**config.mk**
```make
export PLATFORM = sky130hd
export DESIGN_NAME = rxc_top
export DESIGN_NICKNAME = d
export VERILOG_FILES = /design/src/rxc_pkg.sv /design/src/rxc_top.sv /design/src/rxc_fifo.sv
export SDC_FILE = /design/constraint.sdc
export NUM_CORES = 1
export LEC_CHECK = 0
export BUFFER_PORTS_ARGS = -buffer_cell sky130_fd_sc_hd__buf_4
export CAP_MARGIN = 30
export CORE_ASPECT_RATIO = 0.8
export CORE_MARGIN = 2
export CORE_UTILIZATION = 54
export CTS_CLUSTER_DIAMETER = 60
export DETAILED_ROUTE_END_ITERATION = 16
export PLACE_DENSITY = 0.84
export RECOVER_POWER = 50
export SLEW_MARGIN = 40
export SYNTH_ARGS = -nofsm -noshare
export SYNTH_HDL_FRONTEND = slang
export SYNTH_SLANG_ARGS = --single-unit
```
**constraint.sdc**
```tcl
create_clock -name clk -period 3.5 [get_ports clk]
set_input_delay 0.175 -clock clk [delete_from_list [all_inputs] [get_ports clk]]
set_output_delay 0.175 -clock clk [all_outputs]
set_load 0.05 [all_outputs]
```
**src/rxc_pkg.sv**
```systemverilog
// Purpose: shared types and constants for the receive-path config decoder
// Assumes: ternary pins arrive as two comparator senses (high and low)
// Notes:   a floating pin trips neither sense and reads as the middle level
`default_nettype none
package rxc_pkg;

    // ************************************************************
    // ternary settings and pin senses
    // ************************************************************
    typedef enum logic [1:0] {TRI_LOW, TRI_MID, TRI_HIGH} rxc_tern_type;

    typedef struct packed {
        logic sense_high;   // pin pulled near supply
        logic sense_low;    // pin pulled near ground
    } rxc_pin_type;

    // ************************************************************
    // receive characters
    // ************************************************************
    typedef struct packed {
        logic [9:0] raw;        // framed 10-bit character
        logic [7:0] data;       // decoded byte from the line decoder
        logic       special;    // byte is a special code
        logic       code_err;   // line decoder saw an illegal character
    } rxc_rxin_type;

    typedef struct packed {
        logic [9:0] chr;        // character presented to the host
        logic [2:0] status;     // receive status code
    } rxc_rxout_type;

    localparam int RXOUT_W    = 13;
    localparam int FIFO_DEPTH = 16;

    // status codes
    localparam logic [2:0] ST_DATA    = 3'h0;
    localparam logic [2:0] ST_SPECIAL = 3'h1;
    localparam logic [2:0] ST_CODEERR = 3'h7;

    // alternate special-code table, indexed by the low code bits
    localparam logic [7:0] ALT_CODES [0:7] = '{
        8'h1C, 8'h3C, 8'h5C, 8'h7C, 8'h9C, 8'hBC, 8'hDC, 8'hFC
    };
    localparam int ALT_IDX_W = 3;

    // decode two senses into a setting; none or both reads as middle
    function automatic rxc_tern_type tern_decode(input rxc_pin_type p);
        rxc_tern_type t;
        t = TRI_MID;
        case ({p.sense_high, p.sense_low})
            2'b01:   t = TRI_LOW;
            2'b10:   t = TRI_HIGH;
            default: t = TRI_MID;
        endcase
        return t;
    endfunction

endpackage
`default_nettype wire

```
**src/rxc_top.sv**
```systemverilog
// Purpose: static config decode, parity and receive clocking of the
//          parallel character interface
// Assumes: clk is the reference clock; characters arrive on clk
// Notes:   settings are caught only during reset and then held
//
// What this block does
// high parity setting checks tx char, type bits and parity for odd
// high parity setting drives odd parity over rx char and status bits
// decoder low passes the raw 10-bit character unmodified
// outside must hold rx clock source at middle when decoder is low
// decoder middle uses primary special table, high the alternate table
// rx clock source low clocks the output register from reference
// rx clock source low gives delayed reference copies on clock outputs
// rx clock source middle follows recovered clock, buffer bypassed
// outside must never set rx clock source high
// outside sets ternary pins once and leaves them alone
// a floating ternary pin reads as the middle setting
// parity low disables checking and floats the rx parity output
// parity middle with coding on covers only the eight char bits
// rx clock low with decoder on enables the elasticity buffer
// each ternary pin decodes to a two-bit setting sampled in reset
// flag bypass without recovered clock, or rx clock source high
`timescale 1ns/100ps
`default_nettype none
module rxc_top
    import rxc_pkg::*;
#(
    parameter int DEPTH = FIFO_DEPTH
) (
    // clock and reset
    input  wire logic         clk,
    input  wire logic         nrst,
    // ternary configuration pins
    input  wire rxc_pin_type  parity_control_select,
    input  wire rxc_pin_type  decoder_mode_select,
    input  wire rxc_pin_type  rx_clock_source_select,
    input  wire rxc_pin_type  tx_encoder_mode_select,
    input  wire rxc_pin_type  recovered_clock_rate_select,
    // recovered character clock, sampled as a pin
    input  wire logic         recovered_clock_in,
    // transmit characters from the host
    input  wire logic [7:0]   tx_char,
    input  wire logic [1:0]   tx_char_type,
    input  wire logic         tx_odd_parity_in,
    input  wire logic         tx_valid,
    output logic              tx_parity_error,
    // receive characters from the line side
    input  wire rxc_rxin_type rx_in,
    input  wire logic         rx_in_valid,
    output logic              rx_in_ready,
    // receive characters to the host
    output logic [9:0]        rx_char_out,
    output logic [2:0]        rx_status_bus,
    output logic              rx_out_valid,
    input  wire logic         rx_out_ready,
    output logic              rx_odd_parity_out,
    output logic              rx_odd_parity_oe,
    // receive clock outputs
    output logic              rx_char_clock_out,
    output logic              rx_clock_copy_out,
    // status
    output logic              elastic_buffer_enable,
    output logic              config_error
);
    localparam int LVL_W  = $clog2(DEPTH + 1);
    localparam int SYNC_W = 11;

    // ************************************************************
    // pin synchronisers
    // ************************************************************
    logic [SYNC_W-1:0] pin_meta_reg, pin_sync_reg;
    logic [SYNC_W-1:0] pin_raw;
    rxc_pin_type       s_par, s_dec, s_rxck, s_txm, s_rate;
    logic              rec_sync;

    assign pin_raw = {recovered_clock_in, parity_control_select,
                      decoder_mode_select, rx_clock_source_select,
                      tx_encoder_mode_select, recovered_clock_rate_select};
    assign {rec_sync, s_par, s_dec, s_rxck, s_txm, s_rate} = pin_sync_reg;

    // two stages, no reset: they must keep sampling during reset
    always_ff @(posedge clk) begin
        pin_meta_reg <= pin_raw;
        pin_sync_reg <= pin_meta_reg;
    end

    // ************************************************************
    // configuration capture
    // ************************************************************
    rxc_tern_type cfg_par_reg,  cfg_par_next;
    rxc_tern_type cfg_dec_reg,  cfg_dec_next;
    rxc_tern_type cfg_rxck_reg, cfg_rxck_next;
    rxc_tern_type cfg_txm_reg,  cfg_txm_next;
    rxc_tern_type cfg_rate_reg, cfg_rate_next;
    logic         eb_en, bypass, coding_off;

    // settings follow the pins only while reset is held
    always_comb begin
        cfg_par_next  = cfg_par_reg;
        cfg_dec_next  = cfg_dec_reg;
        cfg_rxck_next = cfg_rxck_reg;
        cfg_txm_next  = cfg_txm_reg;
        cfg_rate_next = cfg_rate_reg;
        if (!nrst) begin
            cfg_par_next  = tern_decode(s_par);
            cfg_dec_next  = tern_decode(s_dec);
            cfg_rxck_next = tern_decode(s_rxck);
            cfg_txm_next  = tern_decode(s_txm);
            cfg_rate_next = tern_decode(s_rate);
        end
    end

    // no reset branch: the reset value is the sampled pin itself
    always_ff @(posedge clk) begin
        cfg_par_reg  <= cfg_par_next;
        cfg_dec_reg  <= cfg_dec_next;
        cfg_rxck_reg <= cfg_rxck_next;
        cfg_txm_reg  <= cfg_txm_next;
        cfg_rate_reg <= cfg_rate_next;
    end

    assign bypass     = (cfg_dec_reg == TRI_LOW);
    assign eb_en      = (cfg_rxck_reg == TRI_LOW) && !bypass;
    assign coding_off = (cfg_txm_reg == TRI_LOW) && bypass;

    // ************************************************************
    // transmit parity check
    // ************************************************************
    logic tx_err_reg, tx_err_next;

    // one-cycle error pulse per offered character with even parity; none when parity is low
    always_comb begin
        tx_err_next = 1'b0;
        if (tx_valid) begin
            case (cfg_par_reg)
                TRI_HIGH: tx_err_next = ~^{tx_char, tx_char_type,
                                          tx_odd_parity_in};
                TRI_MID:  tx_err_next = coding_off
                    ? ~^{tx_char, tx_char_type, tx_odd_parity_in}
                    : ~^{tx_char, tx_odd_parity_in};
                default:  tx_err_next = 1'b0;
            endcase
        end
    end

    always_ff @(posedge clk) begin
        if (!nrst) begin
            tx_err_reg <= 1'b0;
        end else begin
            tx_err_reg <= tx_err_next;
        end
    end
    assign tx_parity_error = tx_err_reg;

    // ************************************************************
    // receive decode
    // ************************************************************
    rxc_rxout_type dec_word;

    // raw pass in bypass, otherwise special codes flagged and, with decoder high, mapped through the alternate table
    always_comb begin
        dec_word.chr    = {2'b00, rx_in.data};
        dec_word.status = ST_DATA;
        if (bypass) begin
            dec_word.chr = rx_in.raw;
        end else if (rx_in.code_err) begin
            dec_word.status = ST_CODEERR;
        end else if (rx_in.special) begin
            dec_word.status = ST_SPECIAL;
            if (cfg_dec_reg == TRI_HIGH) begin
                dec_word.chr = {2'b00,
                    ALT_CODES[rx_in.data[ALT_IDX_W-1:0]]};
            end
        end
    end

    // ************************************************************
    // buffer and output stage
    // ************************************************************
    logic              fifo_in_ready, fifo_out_valid, fifo_out_ready;
    logic [RXOUT_W-1:0] fifo_out_data;
    logic [LVL_W-1:0]  fifo_level, lvl_next;
    logic              push, pop, direct;
    logic              stage_valid_reg, stage_valid_next;
    rxc_rxout_type     stage_reg, stage_next;
    logic              ready_reg, ready_next;
    logic              par_reg, par_next, oe_reg, oe_next;

    assign push   = rx_in_valid && ready_reg && eb_en && fifo_in_ready;
    assign direct = rx_in_valid && ready_reg && !eb_en;
    assign fifo_out_ready = eb_en && (!stage_valid_reg || rx_out_ready);
    assign pop    = fifo_out_valid && fifo_out_ready;

    rxc_fifo #(
        .WIDTH (RXOUT_W),
        .DEPTH (DEPTH),
        .LVL_W (LVL_W)
    ) u_fifo (
        .clk       (clk),
        .nrst      (nrst),
        .in_valid  (push),
        .in_ready  (fifo_in_ready),
        .in_data   (dec_word),
        .out_valid (fifo_out_valid),
        .out_ready (fifo_out_ready),
        .out_data  (fifo_out_data),
        .level     (fifo_level)
    );

    // output register, fed by the buffer or directly whenever the elasticity buffer is off;
    // direct mode only accepts into an empty stage, halving its rate
    always_comb begin
        stage_valid_next = stage_valid_reg;
        stage_next       = stage_reg;
        if (stage_valid_reg && rx_out_ready) begin
            stage_valid_next = 1'b0;
        end
        if (pop) begin
            stage_valid_next = 1'b1;
            stage_next       = rxc_rxout_type'(fifo_out_data);
        end else if (direct) begin
            stage_valid_next = 1'b1;
            stage_next       = dec_word;
        end
        lvl_next = LVL_W'(fifo_level + LVL_W'(push) - LVL_W'(pop));
        ready_next = eb_en ? (lvl_next != LVL_W'(DEPTH))
                           : !stage_valid_next;
        // parity follows the character it will sit beside
        case (cfg_par_reg)
            TRI_HIGH: par_next = ~^{stage_next.chr[7:0],
                                    stage_next.status};
            TRI_MID:  par_next = ~^stage_next.chr[7:0];
            default:  par_next = 1'b0;
        endcase
        oe_next = (cfg_par_reg != TRI_LOW);
    end

    always_ff @(posedge clk) begin
        if (!nrst) begin
            stage_valid_reg <= 1'b0;
            stage_reg       <= '0;
            ready_reg       <= 1'b0;
            par_reg         <= 1'b0;
            oe_reg          <= 1'b0;
        end else begin
            stage_valid_reg <= stage_valid_next;
            stage_reg       <= stage_next;
            ready_reg       <= ready_next;
            par_reg         <= par_next;
            oe_reg          <= oe_next;
        end
    end

    assign rx_out_valid      = stage_valid_reg;
    assign rx_char_out       = stage_reg.chr;
    assign rx_status_bus     = stage_reg.status;
    assign rx_in_ready       = ready_reg;
    assign rx_odd_parity_out = par_reg;
    assign rx_odd_parity_oe  = oe_reg;

    // ************************************************************
    // receive clock outputs and status
    // ************************************************************
    logic ref_ph_reg, ref_ph_next;
    logic rec_prev_reg, half_reg, half_next;
    logic clk_out_reg, clk_out_next, copy_reg, copy_next;
    logic eb_reg, err_reg, err_next;

    // reference phase is a one-cycle-delayed half-rate copy of clk;
    // a true clock cannot leave through a flop, so this is its image
    always_comb begin
        ref_ph_next = !ref_ph_reg;
        half_next   = (rec_sync && !rec_prev_reg) ? !half_reg : half_reg;
        clk_out_next = 1'b0;
        copy_next    = 1'b0;
        case (cfg_rxck_reg)
            TRI_LOW: begin
                clk_out_next = ref_ph_reg;
                copy_next    = ref_ph_reg;
            end
            TRI_MID: begin
                clk_out_next = (cfg_rate_reg == TRI_LOW) ? rec_sync
                                                         : half_reg;
            end
            default: clk_out_next = 1'b0;
        endcase
        err_next = (bypass && cfg_rxck_reg != TRI_MID)
                || (cfg_rxck_reg == TRI_HIGH);
    end

    always_ff @(posedge clk) begin
        if (!nrst) begin
            ref_ph_reg   <= 1'b0;
            rec_prev_reg <= rec_sync;   // no false edge after reset
            half_reg     <= 1'b0;
            clk_out_reg  <= 1'b0;
            copy_reg     <= 1'b0;
            eb_reg       <= 1'b0;
            err_reg      <= 1'b0;
        end else begin
            ref_ph_reg   <= ref_ph_next;
            rec_prev_reg <= rec_sync;
            half_reg     <= half_next;
            clk_out_reg  <= clk_out_next;
            copy_reg     <= copy_next;
            eb_reg       <= eb_en;
            err_reg      <= err_next;
        end
    end

    assign rx_char_clock_out     = clk_out_reg;
    assign rx_clock_copy_out     = copy_reg;
    assign elastic_buffer_enable = eb_reg;
    assign config_error          = err_reg;
endmodule // rxc_top
`default_nettype wire

```
**src/rxc_fifo.sv**
```systemverilog
// Purpose: character buffer with valid/ready on both sides
// Assumes: single clock, synchronous active-low reset
// Notes:   level output lets the producer plan its ready one cycle ahead
`timescale 1ns/100ps
`default_nettype none
module rxc_fifo #(
    parameter int WIDTH = 13,
    parameter int DEPTH = 16,
    parameter int LVL_W = $clog2(DEPTH + 1)
) (
    // clock and reset
    input  wire logic             clk,
    input  wire logic             nrst,
    // fill side
    input  wire logic             in_valid,
    output logic                  in_ready,
    input  wire logic [WIDTH-1:0] in_data,
    // drain side
    output logic                  out_valid,
    input  wire logic             out_ready,
    output logic [WIDTH-1:0]      out_data,
    // occupancy
    output logic [LVL_W-1:0]      level
);
    localparam int PTR_W = $clog2(DEPTH);

    logic [WIDTH-1:0] mem [0:DEPTH-1];
    logic [PTR_W-1:0] wr_ptr_reg, wr_ptr_next;
    logic [PTR_W-1:0] rd_ptr_reg, rd_ptr_next;
    logic [LVL_W-1:0] level_reg, level_next;
    logic             push, pop;

    // honest flags straight from the occupancy count
    assign in_ready  = (level_reg != LVL_W'(DEPTH));
    assign out_valid = (level_reg != '0);
    assign out_data  = mem[rd_ptr_reg];
    assign level     = level_reg;
    assign push      = in_valid && in_ready;
    assign pop       = out_valid && out_ready;

    // pointer and count update; pointers wrap at the depth
    always_comb begin
        wr_ptr_next = wr_ptr_reg;
        rd_ptr_next = rd_ptr_reg;
        level_next  = level_reg;
        if (push) begin
            wr_ptr_next = (wr_ptr_reg == PTR_W'(DEPTH - 1)) ? '0
                        : PTR_W'(wr_ptr_reg + 1'b1);
        end
        if (pop) begin
            rd_ptr_next = (rd_ptr_reg == PTR_W'(DEPTH - 1)) ? '0
                        : PTR_W'(rd_ptr_reg + 1'b1);
        end
        if (push && !pop) begin
            level_next = LVL_W'(level_reg + 1'b1);
        end else if (pop && !push) begin
            level_next = LVL_W'(level_reg - 1'b1);
        end
    end

    always_ff @(posedge clk) begin
        if (!nrst) begin
            wr_ptr_reg <= '0;
            rd_ptr_reg <= '0;
            level_reg  <= '0;
        end else begin
            wr_ptr_reg <= wr_ptr_next;
            rd_ptr_reg <= rd_ptr_next;
            level_reg  <= level_next;
        end
    end

    // storage needs no reset; only written slots are ever read
    always_ff @(posedge clk) begin
        if (push) begin
            mem[wr_ptr_reg] <= in_data;
        end
    end

endmodule // rxc_fifo
`default_nettype wire

```
== Word level (Yosys, flattened, before mapping) ==
Memory sizes are Yosys's and may differ from the RTL's. A register that Yosys moved wholly into a read port is not among the register bits.
Index checks and enable logic that the tools add are counted.

* Muxes and demuxes: 32
* Reduce and logical (&&, ||, !) cells: 39
* Eq/ne operators: 20
* $add $sub $neg: 6
* Magnitude comparators: 1
* Bitwise operators: 1

{| class="wikitable"
|+ Operator list
! cell !! count
|-
| two-way mux 13 bit || 3
|-
| two-way mux 8 bit || 3
|-
| XNOR reduction 11 bit || 2
|-
| two-way mux 10 bit || 2
|-
| one-hot mux 2 bit (2 select lines) || 5
|-
| equality test 2 bit, second input constant || 8
|-
| two-way mux 4 bit || 4
|-
| equality test 2 x 1 -> 1 bit, second input constant || 7
|-
| logical AND 1 bit || 14
|-
| two-way mux 5 bit || 2
|-
| != test 5 bit, second input constant || 2
|-
| zero test 1 bit || 9
|-
| XNOR reduction 9 bit || 1
|-
| adder 4 x 1 -> 4 bit, second input constant || 2
|-
| equality test 4 bit, second input constant || 2
|-
| zero test 2 bit || 4
|-
| two-way mux 1 bit || 8
|-
| XNOR reduction 8 bit || 1
|-
| two-way mux 3 bit || 2
|-
| one-hot mux 1 bit (2 select lines) || 3
|-
| nonzero test 2 bit || 3
|-
| adder 5 x 1 -> 5 bit || 1
|-
| adder 5 x 1 -> 5 bit, second input constant || 1
|-
| nonzero test 5 bit || 1
|-
| other kinds (7) || 9
|}

* Memory bits (writable): 208
* Memories kept: 2
* Logic and storage cells: 126
* Register bits after elaboration: 70
* Input port bits: 47
* Output and inout port bits: 22
* Memory bits (read-only): 64

{| class="wikitable"
|+ Memory list
! name !! words !! bits a word !! read ports !! clocked after Yosys merged registers in !! write ports !! RTL line !! RTL
|-
| u_fifo.mem || 16 || 13 || 1 || 1 || 1 || rxc_fifo.sv:27 || <nowiki>logic [WIDTH-1:0] mem [0:DEPTH-1];</nowiki>
|-
| (name not given) || 8 || 8 || 1 || 0 || 0 || rxc_top.sv:172 || <nowiki>ALT_CODES[rx_in.data[ALT_IDX_W-1:0]]};</nowiki>
|}

== Depth between registers and ports, before layout ==
* Depth after elaboration: 12
* Gate-level depth with buffers: 16
* Mapped depth without buffers: 14

== By module ==
A second synthesis with hierarchy kept.

* Cell total of the unflattened synthesis: 684
* Area, all modules: 11335.9 um^2

{| class="wikitable"
|+ By module, submodules not included
! module !! sequential area each (um^2) !! area an instance (um^2) !! instances !! cells each
|-
| rxc_fifo || 6586.3 || 8768.4 || 1 || 432
|-
| rxc_top || 1241.2 || 2567.5 || 1 || 252
|}

== Least setup slack after synthesis ==
No wires, ideal clock.

* Kind: register -> register
* From: reg cfg_rxck_reg[1]
* To: reg u_fifo.level_reg[4] (netlist: u_fifo.level[4])
* Buffers on the path: 0
* Setup slack: 0.251 ns
* Required time: 3.430 ns
* Period minus slack after synthesis: 3.249 ns
* Setup time: 0.070 ns
* Stages on the path, launching flop included: 13
* Arrival time: 3.180 ns
* Cells stage by stage: edfxtp_1 o21bai_1 nor2_1 inv_2 a311oi_1 ha_1 inv_1 fa_1 a21o_1 a21oi_1 xnor2_1 or3_1 a21oi_1

* Word-level cells in the longest chain between the ends: 8
* Elaborated cells between the ends (all ways): 13
* Classes of those cells: mux (1); reduce/logical (12)

{| class="wikitable"
|+ RTL lines
! item !! RTL line !! RTL
|-
| start, declared || rxc_top.sv:92 || <nowiki>rxc_tern_type cfg_rxck_reg, cfg_rxck_next;</nowiki>
|-
| start signal, assigned || rxc_top.sv:117 || <nowiki>cfg_rxck_reg <= cfg_rxck_next;</nowiki>
|-
| zero test 2 bit (*) || rxc_top.sv:123 || <nowiki>assign eb_en = (cfg_rxck_reg == TRI_LOW) && !bypass;</nowiki>
|-
| logical AND 1 bit (*) || rxc_top.sv:123 ||
|-
| logical AND 1 bit (*) (2 in a row) || rxc_top.sv:189 || <nowiki>assign push = rx_in_valid && ready_reg && eb_en && fifo_in_ready;</nowiki>
|-
| logical AND 1 bit (*) || rxc_fifo.sv:38 || <nowiki>assign push = in_valid && in_ready;</nowiki>
|-
| via u_fifo.push || rxc_fifo.sv:31 || <nowiki>logic push, pop;</nowiki>
|-
| zero test 1 bit || rxc_fifo.sv:56 || <nowiki>end else if (pop && !push) begin</nowiki>
|-
| logical AND 1 bit || rxc_fifo.sv:56 ||
|-
| nonzero test 2 bit (no line) || - ||
|-
| end signal, assigned || rxc_fifo.sv:69 || <nowiki>level_reg <= level_next;</nowiki>
|-
| end, declared || rxc_fifo.sv:30 || <nowiki>logic [LVL_W-1:0] level_reg, level_next;</nowiki>
|}

Mark *: on every way through the listed nets, which the timed path passes. The rest lies on a longest branch.
A chain may end at the register's enable or synchronous reset.

==> results.toml <==
[run]
drv_cap = 0

[global_routing]
grt_pass1_wl_mm = 36.5
grt_pass1_vias = 6138
overflow = 0
antenna_found_initial = 0
grt_max_degree = 27
grt_usage_pct = 23.4

[final_layout]
nets = 829
layoutNonFillerInstCount = 1037
antenna_cells = 0
multiInputGateArea_um2 = 3160
stdcell_area_um2 = 12500
final-seq-area_um2 = 7350
syn_to_final_growth_pct = 16.4
largest_reg_flops = 192
fillers = 1345
layout-drive-gt1-share_pct = 24.1

[sta]
setup_viol = 0
worst_pin_slew_ns = 1.01
fmax_ghz = 0.307
rsz0062_at_grt = "no"
final_max_slew_viol_count = 0
whs_ns = 0.0101
slew_headroom_pct = 32.9
finalCritPeriodShare_pct = 93.2
fin_tns_setup_ns = 0
fin_crit_ns = 3.26
fin_skew_ns = 0.0143
final_hold_viol_count = 0

[die]
initial_core_util_pct = 54.6
rows = 46
core_um2 = 19700
dieArea_um2 = 21100
num_io_pins = 69
die_x_um = 162
fp.dieH_um = 130

[worst_hold_path]
worst_hold_startpoint = "tx_char_type[1]"
hold_class = "primary input to flop"

[yosys]
yosysWarnings = 0
avgSynthCellArea_um2 = 16.8
yosys.area_share.simple_pct = 5.71
synth_edf_count = 202
synth_top_family_by_area = "multiplexers"
synthXorXnorAreaFrac_pct = 2.87
synth_seq_cells = 266
ys_types = 64
synth_top_cell_by_area = "edfxtp_1"
syn_nets = 713
synth_flop_cell = "edfxtp_1"
async_reset_ff_share_pct = 0
synthAdderAreaFrac_pct = 3.05
synthTopCellsByArea = "edfxtp_1 56%, dfxtp_1 12%, mux4_2 10%"
synth_compound_gate_area_share_pct = 5.64
yosysSeqAreaShare_pct = 68.3
synthCells = 641
syn_area_um2 = 10800
synthMuxAreaShare_pct = 12.0
synth_top_area_share_pct = 56.4

[worst_setup_path]
worstSetupEndpointType = "flop"
cpMostUsedCell = "xnor2_2"
critPathLaunchType = "flop"
critPathMaxStageDelay_ns = 0.53
critPathLaunch = "cfg_dec_reg[0]$_DFFE_PN_"
worstPathArrival_ns = 3.66
crit_type = "flop to flop"
r2r-start = "cfg_dec_reg[0]$_DFFE_PN_"
required_ns = 3.90
crit_slowest_cell = "clkbuf_1"
cp_cell_sequence = "nor4bb_1 > buf_4 > o31a_1 > clkbuf_1 > nor2_1 > a2111oi_4 > xnor2_1 > xnor2_2 > xnor2_2 > mux2i_1 > a41o_1"
cp_max_fo = 17

[clock_tree]
clkTransAtPathRegs_ns = 0.07
cts_root_buffer = "clkbuf_16"
insertion_delay_ns = 0.51
cts_tree = "built"
cts-buffers-inserted = 23
hold_buffers = 12
htreeDepth = 1
cts_max_path_buffers = 3
postCtsSetupBuffers = 0
ctsResizeCount = 0
clkSinkCount = 266

[pwr]
switching_share_pct = 26.3
pwr-share-seq_pct = 48.0
p_clk_share_pct = 33.6
p_int_mw = 5.56
comb_power_share_pct = 18.3
p_switching_mw = 1.99
powerDensity_nw_per_um2 = 603
p_leak_nw = 4.31
ir_drop_mv = 0.463

[detailed_routing]
num_vias = 6357
avgViaCountPerCell = 6.13
wl_per_cell_um = 23.9
drc = 0
drt_iter0_drc = 784
routed_wirelength_mm = 24.8
ant_nets = 0
first_pass_iters = 5

[place]
place_area_um2 = 11800
dp.final_hpwl_mm = 15.9
dp.cells = 984
portBuffers = 68
place.gp.congestion = 0.807

[outcome]
status = "finished, final reports clean"
-- area by class of cell --
cell class	instances	share of cell area, %
Clock buffer	26	4.77
Clock inverter	15	1.22
Inverter	24	0.760
Multi-Input combinational cell	323	25.3
Sequential cell	266	58.7
Tap cell	264	2.64
Timing Repair Buffer	119	6.62
-- cell families after synthesis --
| kind of cell | Yosys count |
|---|---|
| AO/OA/AOI/OAI | 77 |
| XOR/XNOR | 29 |
| adder cells (fa/ha/maj) | 25 |
| buffers and inverters | 52 |
| flip-flops | 266 |
| multiplexers | 68 |
| AND/OR/NAND/NOR | 124 |
-- stage by stage --
stage | util, % | setup slack, ns | total power [mW]
finish | 63.6 | 0.238 | 7.55
global route | 63.6 | 0.0492 | 7.79
CTS | 64.2 | 0.277 | 7.59
detailed placement | 59.8 | 0.315 | 5.07
global placement | 59.8 | 0.465 | 5.01
floorplan | - | 0.251 | 4.72
-- worst max-delay path: cells and delay by family, from the launching register on --
| family | cells | cell delay, ns |
|---|---|---|
| xor gates and xnor gates | 3 | 0.54 |
| muxes | 1 | 0.12 |
| buffers and inverters | 2 | 0.72 |
| and+or+nand+nor | 2 | 0.51 |
| AOI/OAI and AO/OA | 3 | 0.77 |
| DFF | 1 | 0.51 |
-- final timing paths --
kind / endpoint / slack (ns) / depth (start not counted)
hold / removal: tx_parity_error$_SDFF_PN0_ / 0.01 / 4
hold reg to reg: pin_sync_reg[6]$_DFF_P_ / 0.33 / 0
setup reg to reg: rx_odd_parity_out$_SDFF_PN0_ / 0.24 / 11
setup / recovery: rx_odd_parity_out$_SDFF_PN0_ / 0.24 / 11
-- cell usage in the layout (no fill, tap or decap), types with 10 or more instances in the layout --
| master | count |
|---|---|
| nor2_1 | 44 |
| dfxtp_1 | 62 |
| edfxtp_1 | 202 |
| clkbuf_1 | 34 |
| buf_4 | 63 |
| clkbuf_16 | 23 |
| xnor2_1 | 13 |
| mux2i_1 | 17 |
| nand2_1 | 25 |
| ha_1 | 23 |
| inv_1 | 22 |
| clkbuf_4 | 10 |
| and2_1 | 10 |
| xor2_1 | 11 |
| dlygate4sd3_1 | 12 |
| mux4_2 | 48 |
| o21ai_0 | 10 |
| a21oi_1 | 19 |
-- power by group through the flow --
stage | clock network [mW] | registers (mW) | logic [mW]
finish | 2.54 | 3.63 | 1.38
global route | 2.67 | 3.63 | 1.48
CTS | 2.56 | 3.62 | 1.41
detailed placement | 0 | 3.69 | 1.38
global placement | 0 | 3.68 | 1.33
floorplan | 0 | 3.80 | 0.913
-- cell usage after synthesis (all sizes together), types with 6 or more instances --
library cell	instances
a211oi	7
a21oi	19
a22oi	7
and2	12
buf	21
clkbuf	7
dfxtp	64
edfxtp	202
ha	23
inv	23
mux2i	17
mux4	48
nand2	25
nand2b	7
nor2	45
nor2b	6
o21ai	11
xnor2	17
xor2	11
-- metal layers --
layer | global-route usage [%] | vias to the layer above | wire, µm
met5 | 0 | - | 0
met4 | 5.67 | 0 | 643
met3 | 5.02 | 60 | 2280
met2 | 38.3 | 374 | 12000
met1 | 32.8 | 3231 | 9880
li1 | - | 2692 | -
(Power assumes the default switching activity.)
